$ cat src/inc/sac_pkg.sv
// shared constants for the converter sequencing and read-out block
package sac_pkg;
	localparam int RES_BITS = 12;
	localparam int CLK_MHZ = 125;
	// conversion time in oscillator ticks and the tick divider
	localparam int CONV_TICKS = 14;
	localparam int OSC_DIV = 8;
	localparam int CONV_NS = 880;
	localparam int CONV_CYCLES = (CONV_NS * CLK_MHZ) / 1000;
	// data shows this many cycles before busy falls
	localparam int DATA_LEAD_CYCLES = 1;
	// track/hold returns to track this many cycles before busy falls
	localparam int TRACK_LEAD_CYCLES = 1;
	// wake-up times per sleep kind
	localparam int WAKE_PARTIAL_NS = 1000;
	localparam int WAKE_FULL_NS = 20000;
	localparam int WAKE_PARTIAL_CYCLES = (WAKE_PARTIAL_NS * CLK_MHZ) / 1000;
	localparam int WAKE_FULL_CYCLES = (WAKE_FULL_NS * CLK_MHZ) / 1000;
	localparam int START_PULSE_NS = 10;
	localparam int ACQ_GAP_NS = 140;
	localparam logic [11:0] RESULT_RST = 12'h000;
	typedef enum logic [1:0] {
		SAC_IDLE = 2'b00,
		SAC_CONV = 2'b01,
		SAC_SLEEP = 2'b10,
		SAC_WAKE = 2'b11
	} sac_state_t;
endpackage

$ cat src/rtl/sac_ctrl.sv
// conversion sequencing, sleep control and parallel read-out
`timescale 1ns/1ps
// How it works
// - the result bus drives only once both chip select and read strobe are low.
// - chip select and read strobe meet in one AND, so either may gate the read.
// - with both selects held low the bus stays driven and new data lands before busy falls.
// - a falling start edge puts the track/hold into hold and starts conversion together.
// - if start is still low at end of conversion the block sleeps at busy's fall.
// - the sleep kind select picks partial sleep (reference, oscillator on) or full sleep.
// - a sleeping block wakes on the next rising start edge, after a kind-dependent delay.
// - busy rises after the start fall and stays high for the whole conversion.
// - busy falls only after the result is in the output register.
// - the track/hold goes back to track just before busy falls; acquisition starts at the fall.
// - a start fall while busy aborts and restarts the conversion.
// - the bus returns to high impedance three clock edges after either select goes high.
module sac_ctrl #(
	parameter int BITS = sac_pkg::RES_BITS,
	parameter int CONV_TICKS = sac_pkg::CONV_TICKS,
	parameter int OSC_DIV = sac_pkg::OSC_DIV,
	parameter int WAKE_FULL = sac_pkg::WAKE_FULL_CYCLES
) (
	// clock and reset
	input wire logic sys_clk,
	input wire logic rst,
	// conversion control pins
	input wire logic start_sample_n,
	input wire logic sleep_kind_select,
	output logic busy,
	// read pins
	input wire logic chip_sel_n,
	input wire logic read_n,
	output logic [BITS-1:0] result_bus_o,
	output logic result_bus_oe,
	// analog side
	input wire logic cmp_hi,
	output logic hold,
	output logic trial_valid,
	output logic [BITS-1:0] trial_code,
	output logic ref_osc_pd,
	output logic analog_pd
);
	localparam int TCW = $clog2(CONV_TICKS + 2);
	localparam int DVW = $clog2(OSC_DIV + 1);
	// the wake counter must hold the longer of the two wake delays, whichever it is
	localparam int WAKE_MAX = (WAKE_FULL > sac_pkg::WAKE_PARTIAL_CYCLES) ? WAKE_FULL : sac_pkg::WAKE_PARTIAL_CYCLES;
	localparam int WKW = $clog2(WAKE_MAX + 2);

	// =====================================================
	// pin synchronisers
	// a start low shorter than about one clock period can fall between samples;
	// an asynchronous capture flop would catch it but brings a second timing domain,
	// so the host keeps start low for at least two cycles
	logic start_n_s;
	logic kind_s;
	logic cs_s;
	logic rd_s;
	sac_sync #(.W(1), .RST_VAL(1'b1)) u_sync_start (
		.sys_clk(sys_clk),
		.rst(rst),
		.d(start_sample_n),
		.q(start_n_s)
	);
	sac_sync #(.W(3), .RST_VAL(3'b011)) u_sync_misc (
		.sys_clk(sys_clk),
		.rst(rst),
		.d({sleep_kind_select, chip_sel_n, read_n}),
		.q({kind_s, cs_s, rd_s})
	);

	// =====================================================
	// edge detection
	logic start_n_d_r;
	logic start_fall;
	logic start_rise;
	// the delay flop resets to the idle high level of the pin, so no false edge follows reset
	always_ff @(posedge sys_clk or posedge rst) begin
		if (rst) begin
			start_n_d_r <= 1'b1;
		end else begin
			start_n_d_r <= start_n_s;
		end
	end
	assign start_fall = start_n_d_r & ~start_n_s;
	assign start_rise = ~start_n_d_r & start_n_s;

	// =====================================================
	// internal oscillator: one-cycle tick enable
	logic [DVW-1:0] div_r;
	logic tick;
	logic osc_run;
	always_ff @(posedge sys_clk or posedge rst) begin
		if (rst) begin
			div_r <= '0;
		end else if (!osc_run || start_fall) begin
			div_r <= '0;
		end else if (div_r == DVW'(OSC_DIV - 1)) begin
			div_r <= '0;
		end else begin
			div_r <= div_r + 1'b1;
		end
	end
	assign tick = osc_run && (div_r == DVW'(OSC_DIV - 1));

	// =====================================================
	// state machine
	sac_pkg::sac_state_t state_r;
	sac_pkg::sac_state_t state_nxt;
	logic [TCW-1:0] tcnt_r;
	logic [WKW-1:0] wcnt_r;
	logic full_sleep_r;
	logic sar_done;
	logic sar_fin_r;
	logic conv_end;
	logic can_start;

	// starts are ignored while asleep or waking; only idle and converting take one
	assign can_start = (state_r == sac_pkg::SAC_IDLE) || (state_r == sac_pkg::SAC_CONV);
	// conversion ends after the set tick count, once the SAR has its final bit
	assign conv_end = (state_r == sac_pkg::SAC_CONV) && tick && sar_fin_r
		&& (tcnt_r == TCW'(CONV_TICKS - 1));

	always_comb begin
		state_nxt = state_r;
		unique case (state_r)
			sac_pkg::SAC_IDLE: begin
				if (start_fall) begin
					state_nxt = sac_pkg::SAC_CONV;
				end
			end
			sac_pkg::SAC_CONV: begin
				if (start_fall) begin
					state_nxt = sac_pkg::SAC_CONV;
				end else if (conv_end) begin
					state_nxt = start_n_s ? sac_pkg::SAC_IDLE : sac_pkg::SAC_SLEEP;
				end
			end
			sac_pkg::SAC_SLEEP: begin
				if (start_rise) begin
					state_nxt = sac_pkg::SAC_WAKE;
				end
			end
			sac_pkg::SAC_WAKE: begin
				if (wcnt_r == '0) begin
					state_nxt = sac_pkg::SAC_IDLE;
				end
			end
		endcase
	end

	always_ff @(posedge sys_clk or posedge rst) begin
		if (rst) begin
			state_r <= sac_pkg::SAC_IDLE;
		end else begin
			state_r <= state_nxt;
		end
	end

	// conversion tick counter, cleared on every start so a restart begins fresh
	always_ff @(posedge sys_clk or posedge rst) begin
		if (rst) begin
			tcnt_r <= '0;
		end else if (start_fall && can_start) begin
			tcnt_r <= '0;
		end else if (state_r == sac_pkg::SAC_CONV && tick && tcnt_r != TCW'(CONV_TICKS - 1)) begin
			tcnt_r <= tcnt_r + 1'b1;
		end
	end

	// sleep kind is latched at sleep entry; the pin is expected to be static
	always_ff @(posedge sys_clk or posedge rst) begin
		if (rst) begin
			full_sleep_r <= 1'b0;
		end else if (conv_end && !start_n_s) begin
			full_sleep_r <= ~kind_s;
		end
	end

	// full sleep needs far longer to bring the analog circuitry back than partial sleep
	logic [WKW-1:0] wake_len;
	assign wake_len = full_sleep_r ? WKW'(WAKE_FULL - 1) : WKW'(sac_pkg::WAKE_PARTIAL_CYCLES - 1);
	// wake-up delay counter
	always_ff @(posedge sys_clk or posedge rst) begin
		if (rst) begin
			wcnt_r <= '0;
		end else if (state_r == sac_pkg::SAC_SLEEP && start_rise) begin
			wcnt_r <= wake_len;
		end else if (wcnt_r != '0) begin
			wcnt_r <= wcnt_r - 1'b1;
		end
	end

	assign osc_run = (state_r == sac_pkg::SAC_CONV);
	// power-down follows the registered state, so it lands on the edge where busy falls
	// and never while busy is still high
	always_ff @(posedge sys_clk or posedge rst) begin
		if (rst) begin
			analog_pd <= 1'b0;
		end else begin
			analog_pd <= (state_r == sac_pkg::SAC_SLEEP);
		end
	end
	// partial sleep keeps reference and oscillator up; only full sleep drops them
	always_ff @(posedge sys_clk or posedge rst) begin
		if (rst) begin
			ref_osc_pd <= 1'b0;
		end else begin
			ref_osc_pd <= (state_r == sac_pkg::SAC_SLEEP) && full_sleep_r;
		end
	end

	// =====================================================
	// successive approximation
	logic [BITS-1:0] trial;
	sac_sar #(.BITS(BITS)) u_sar (
		.sys_clk(sys_clk),
		.rst(rst),
		.start(start_fall && can_start),
		.tick(tick && state_r == sac_pkg::SAC_CONV),
		.cmp_hi(cmp_hi),
		.trial(trial),
		.done(sar_done)
	);
	assign trial_code = trial;
	assign trial_valid = (state_r == sac_pkg::SAC_CONV);

	// =====================================================
	// result register, busy and track/hold
	// the result is loaded one cycle ahead of busy falling, so a bus held open
	// shows the new code slightly before the edge
	logic [BITS-1:0] result_r;
	logic load_pend_r;
	always_ff @(posedge sys_clk or posedge rst) begin
		if (rst) begin
			result_r <= sac_pkg::RESULT_RST;
		end else if (conv_end && !start_fall) begin
			result_r <= trial;
		end
	end
	// busy is released one cycle after the load, once the register holds the new code
	always_ff @(posedge sys_clk or posedge rst) begin
		if (rst) begin
			load_pend_r <= 1'b0;
		end else begin
			load_pend_r <= conv_end && !start_fall;
		end
	end
	// the tick count alone cannot end a conversion before the last bit is decided;
	// a restart drops a finish that belongs to the aborted conversion
	always_ff @(posedge sys_clk or posedge rst) begin
		if (rst) begin
			sar_fin_r <= 1'b0;
		end else if (start_fall && can_start) begin
			sar_fin_r <= 1'b0;
		end else if (sar_done) begin
			sar_fin_r <= 1'b1;
		end
	end

	always_ff @(posedge sys_clk or posedge rst) begin
		if (rst) begin
			busy <= 1'b0;
		end else if (start_fall && can_start) begin
			// a restart wins over a pending release, so busy stays high across it
			busy <= 1'b1;
		end else if (load_pend_r) begin
			busy <= 1'b0;
		end
	end

	always_ff @(posedge sys_clk or posedge rst) begin
		if (rst) begin
			hold <= 1'b0;
		end else if (start_fall && can_start) begin
			hold <= 1'b1;
		end else if (conv_end) begin
			hold <= 1'b0;
		end
	end

	// =====================================================
	// parallel read-out
	logic rd_en;
	assign rd_en = ~(cs_s | rd_s);
	// the enable sees the selects three edges late, the cost of synchronising them
	always_ff @(posedge sys_clk or posedge rst) begin
		if (rst) begin
			result_bus_oe <= 1'b0;
		end else begin
			result_bus_oe <= rd_en;
		end
	end
	// the new code bypasses the result register so an open bus shows it before busy falls
	always_ff @(posedge sys_clk or posedge rst) begin
		if (rst) begin
			result_bus_o <= sac_pkg::RESULT_RST;
		end else if (conv_end && !start_fall) begin
			result_bus_o <= trial;
		end else begin
			result_bus_o <= result_r;
		end
	end
endmodule

$ cat src/rtl/sac_sar.sv
// successive-approximation engine: one bit decided per oscillator tick
`timescale 1ns/1ps
module sac_sar #(
	parameter int BITS = 12
) (
	// clock and reset
	input wire logic sys_clk,
	input wire logic rst,
	// control
	input wire logic start,
	input wire logic tick,
	input wire logic cmp_hi,
	// result
	output logic [BITS-1:0] trial,
	output logic done
);
	logic [BITS-1:0] mask_r;
	always_ff @(posedge sys_clk or posedge rst) begin
		if (rst) begin
			trial <= '0;
			mask_r <= '0;
			done <= 1'b0;
		end else if (start) begin
			trial <= {1'b1, {(BITS-1){1'b0}}};
			mask_r <= {1'b1, {(BITS-1){1'b0}}};
			done <= 1'b0;
		end else if (tick && mask_r != '0) begin
			// keep the trial bit when the held sample is at or above the trial code
			trial <= (cmp_hi ? trial : (trial & ~mask_r)) | (mask_r >> 1);
			mask_r <= mask_r >> 1;
			done <= (mask_r == {{(BITS-1){1'b0}}, 1'b1});
		end else begin
			done <= 1'b0;
		end
	end
endmodule

$ cat src/rtl/sac_sync.sv
// two-flop synchroniser for pin inputs
`timescale 1ns/1ps
module sac_sync #(
	parameter int W = 1,
	parameter logic [W-1:0] RST_VAL = '0
) (
	// clock and reset
	input wire logic sys_clk,
	input wire logic rst,
	// data
	input wire logic [W-1:0] d,
	output logic [W-1:0] q
);
	logic [W-1:0] meta_r;
	always_ff @(posedge sys_clk or posedge rst) begin
		if (rst) begin
			meta_r <= RST_VAL;
			q <= RST_VAL;
		end else begin
			meta_r <= d;
			q <= meta_r;
		end
	end
endmodule

$ cat config.mk
export PLATFORM = sky130hd
export DESIGN_NAME = sac_ctrl
export DESIGN_NICKNAME = d
export VERILOG_FILES = /design/src/inc/sac_pkg.sv /design/src/rtl/sac_ctrl.sv /design/src/rtl/sac_sar.sv /design/src/rtl/sac_sync.sv
export SDC_FILE = /design/constraint.sdc
export NUM_CORES = 1
export LEC_CHECK = 0
export BUFFER_PORTS_ARGS = -buffer_cell sky130_fd_sc_hd__buf_4
export CAP_MARGIN = 5
export CORE_ASPECT_RATIO = 1.25
export CORE_MARGIN = 4
export CORE_UTILIZATION = 40
export DETAILED_ROUTE_END_ITERATION = 8
export SLEW_MARGIN = 30
export SYNTH_ARGS = -nofsm -noshare
export SYNTH_HDL_FRONTEND = slang
export SYNTH_SLANG_ARGS = --single-unit
$ cat constraint.sdc
create_clock -name sys_clk -period 1.99 [get_ports sys_clk]
set_clock_uncertainty 0.05 [all_clocks]
set_input_delay 0 -clock sys_clk [delete_from_list [all_inputs] [get_ports sys_clk]]
set_output_delay 0 -clock sys_clk [all_outputs]
set_load 0.01 [all_outputs]
==> metrics.md <==
| Metric | Value |
|---|---|
| Largest family of logic cells by synthesized area | `simple AND/OR/NAND/NOR gates` |
| Tmin final | `between 1.5 and 2 ns` |
| FMAX | `around 520 MHz` |
| NetSw | `814 uW` |
| Worst relative slew slack | `57.9%` |
| H-Tree Depth | `3` |
| Syn Nets | `between 200 and 300` |
| Static Leakage | `approximately 0.0019 uW` |
| RSZ-0062 raised after global routing | `yes` |
| Starting DRT DRC Count | `86` |
| Average cell area after synthesis | `between 10 and 15 um^2` |
| FF-to-FF setup slack | `between 0.08 and 0.09 ns` |
| FF+latch count, synth | `76` |
| # diodes | `0` |
| Period utilization | `95.7%` |
| Post-synthesis adder-cell area fraction | `approximately 2.0%` |
| Post-CTS Setup Inserts | `0` |
| Initial core utilization | `40.8%` |
| # setup viols final | `0` |
| Initial antenna violation count | `0` |
| Antenna Nets Post-Route | `0` |
| Vias | `~2200` |
| CTS tree | `done` |
| Switching portion of total power | `24.3%` |
| Fillers | `about 700` |
| Gp weighted congestion | `approximately 0.86` |
| Vias in the first global route | `between 2000 and 2500` |
| Total Neg Setup Slack | `0 ns` |
| Die Footprint | `between 9000 and 10000 um^2` |
| I/O Buffers | `36` |
| Internal | `around 2500 uW` |
| Yosys top cell area share | `a little over half` |
| DP Area | `around 3600 um^2` |
| Final WL | `roughly 6400 um` |
| IO Count | `37` |
| Final Slew Violations | `0` |
| Hpwl dp | `~4500 um` |
| Overflow after GRT | `0` |
| Cells after synthesis | `about 270` |
| CP Launch Type | `register` |
| Hold Crit Start | `cmp_hi` |
| Most common cell after layout, fill and taps aside | `dfrtp_1` |
| Synthesized area | `3180 um^2` |
| Area Growth Syn to Fin | `23.4%` |
| Worst EP arrival | `2.09 ns` |
| First-pass GRT wire length | `between 10000 and 15000 um` |
| Sequential fraction of the synthesis area | `60.0%` |
| Clk slew on worst S/H paths | `roughly 0.080 ns` |
| Combinational power share | `9.9%` |
| Clock Latency Late Sink | `around 0.34 ns` |
| Ys async rst share | `100%` |
| FF+latch area | `1910 um^2` |
| TritonCTS Sinks | `76` |
| Crit. Startpoint | `wcnt_r[0]` |
| Critical Path Fanout Max | `4` |
| Setup crit end kind | `register` |
| Worst vdd ir | `between 0.0005 and 0.0006 V` |
| Avg WL per Cell | `about 15 um` |
| Share of layout cells above drive strength 1 | `around 26%` |
| Fin nets | `approximately 340` |
| Xor-xnor portion of the synthesized cell area | `2.75%` |
| Total core area | `~8000 um^2` |
| Synth warn | `0` |
| # DRC | `0` |
| Status | `complete, no violations` |
| Clk network pwr share | `between 30% and 40%` |
| CTS buffer count | `9` |
| Synth Flop Type | `dfrtp_1` |
| Kind of critical path | `register to register` |
| Chip height | `about 110 um` |
| GRT Total Usage | `15.3%` |
| Max Cap Viol | `0` |
| Flop pwr share | `about half` |
| Final std cell area, no fill | `about 4000 um^2` |
| Post-synthesis mux area share | `roughly 5.8%` |
| Synth Area in Compound Gates | `a little under an eighth` |
| Synth top area cells | `dfrtp_1 54%, dfstp_2 5.8%, mux2_1 4.2%, nand2_1 3.9%, a21oi_1 2.5%` |
| Synth unique cells | `47` |
| Post-synth EDFFs | `0` |
| Routed vias/inst | `approximately 5.3` |
| Cell taking the most area after synthesis | `dfrtp_1` |
| Chip Width | `about 88 um` |
| Clk buf depth | `2` |
| Worst flop-to-flop path startpoint | `wcnt_r[0]` |
| Worst hold path type | `primary input to register` |
| Power Density | `852 nW/um^2` |
| Actual slew at the worst max-slew pin | `about 0.63 ns` |
| Multi-input gate area | `~1200 um^2` |
| Most frequent cells in the layout | `69 x dfrtp_1, 47 x buf_4, 33 x nand2_1, 16 x a21oi_1, 14 x nor2_1` |
| Worst EP required | `2.18 ns` |
| Post-Synth Simple-Gate Area | `between 10% and 20%` |
| Root buffer cell | `clkbuf_8` |
| Total iterations of the first detailed-routing run | `4` |
| Pin count of the biggest net entering global routing | `30` |
| Final Hold Viols | `0` |
| # rows | `36` |
-- power groups by stage --
| stage | registers, uW | logic, uW | clock network (uW) |
|---|---|---|---|
| floorplan | 1720 | 212 | 0 |
| global placement | 1730 | 320 | 0 |
| detailed placement | 1730 | 330 | 0 |
| CTS | 1700 | 339 | 1360 |
| global route | 1720 | 390 | 1430 |
| finish | 1700 | 332 | 1310 |
-- worst max-delay path, stage by stage, from the launching register on --
cell     delay (ns)
dfrtp_1        0.41
inv_2          0.09
ha_2           0.18
or3b_4         0.40
or4_4          0.45
a31o_1         0.23
-- final timing paths --
kind                                     to  depth (start not counted)
hold reg to reg            u_sync_misc.q[2]                          0
setup / recovery                 wcnt_r[10]                          5
min in group asynchronous   result_bus_o[1]                          3
hold / removal              u_sar.trial[11]                          5
setup reg to reg                 wcnt_r[10]                          5
max in group asynchronous   result_bus_o[6]                          4
-- stage by stage --
step / hold WS, ns / total power [uW] / cells / setup slack, ns / utilization [%]
detailed placement: 0.0595 / 2060 / 405 / 0.0598 / 46.6
global route: 0.223 / 3540 / 426 / -0.0146 / 50.4
global placement: 0.0581 / 2050 / 405 / 0.0973 / 46.6
finish: 0.241 / 3350 / 426 / 0.0852 / 50.4
CTS: 0.217 / 3400 / 426 / 0.0532 / 50.2
floorplan: -0.0455 / 1940 / 273 / 0.0133 / -
-- layout make-up --
class / count / area share, %
clock buffers: 11 / 3.60
clock inverters: 5 / 2.13
inverters: 7 / 0.669
multi-input cells: 178 / 30.7
flip-flops and latches: 76 / 48.6
well taps: 95 / 3.03
repair buffers: 54 / 11.3
-- registers in the layout, indices dropped and copies added, names as in the netlist, 3 cells and up, named ones only --
register	count
wcnt_r	12
u_sar.trial	12
u_sync_misc.q	3
u_sync_misc.meta_r	3
tcnt_r	4
result_bus_o	12
u_sar.mask_r	12
div_r	4
-- cells by family after synthesis --
family | Yosys count
mux | 17
fa+ha+maj | 5
xor+xnor | 10
simple gates | 92
flops | 76
compound gates | 54
buf+inv | 19
-- repair_timing --
item                                    4_1_cts  5_1_grt
endpoints found under the setup margin        0       21
endpoints found under the hold margin        28        0
resized for setup                             0        8
hold buffers                                  5        0
-- routing by layer --
metal  vias to the layer above  part of all wire [%]  global-route usage (%)
li1                       1084                     -                       -
met1                      1116                    44                    18.5
met2                        31                    51                    25.5
met3                        11                   3.3                    4.21
met4                         0                   1.7                    6.25
met5                         -                     0                       0
-- cells in the mapped netlist, types with 2 or more instances --
cell type  count
a311oi_1       5
clkbuf_1       6
a21bo_1        2
nor2_1        15
a31o_1         4
inv_1          7
o21ai_1        6
dfrtp_1       69
xnor2_1        6
or3_1          3
o22ai_1        7
buf_2          4
and2_1         2
or4_4          3
o21bai_1       4
nand2b_1       2
dfstp_2        7
mux2i_1        5
ha_1           5
and3b_1        2
nor4_2         2
nand3_1        7
nor2b_1        3
or3b_1         2
nand4_1        2
a21oi_1       16
or4_1          2
nand2_1       33
mux2_1        12
nor4_1         4
nor3_1         4
xor2_1         4
and3_1         4
(Power assumes the default switching activity.)
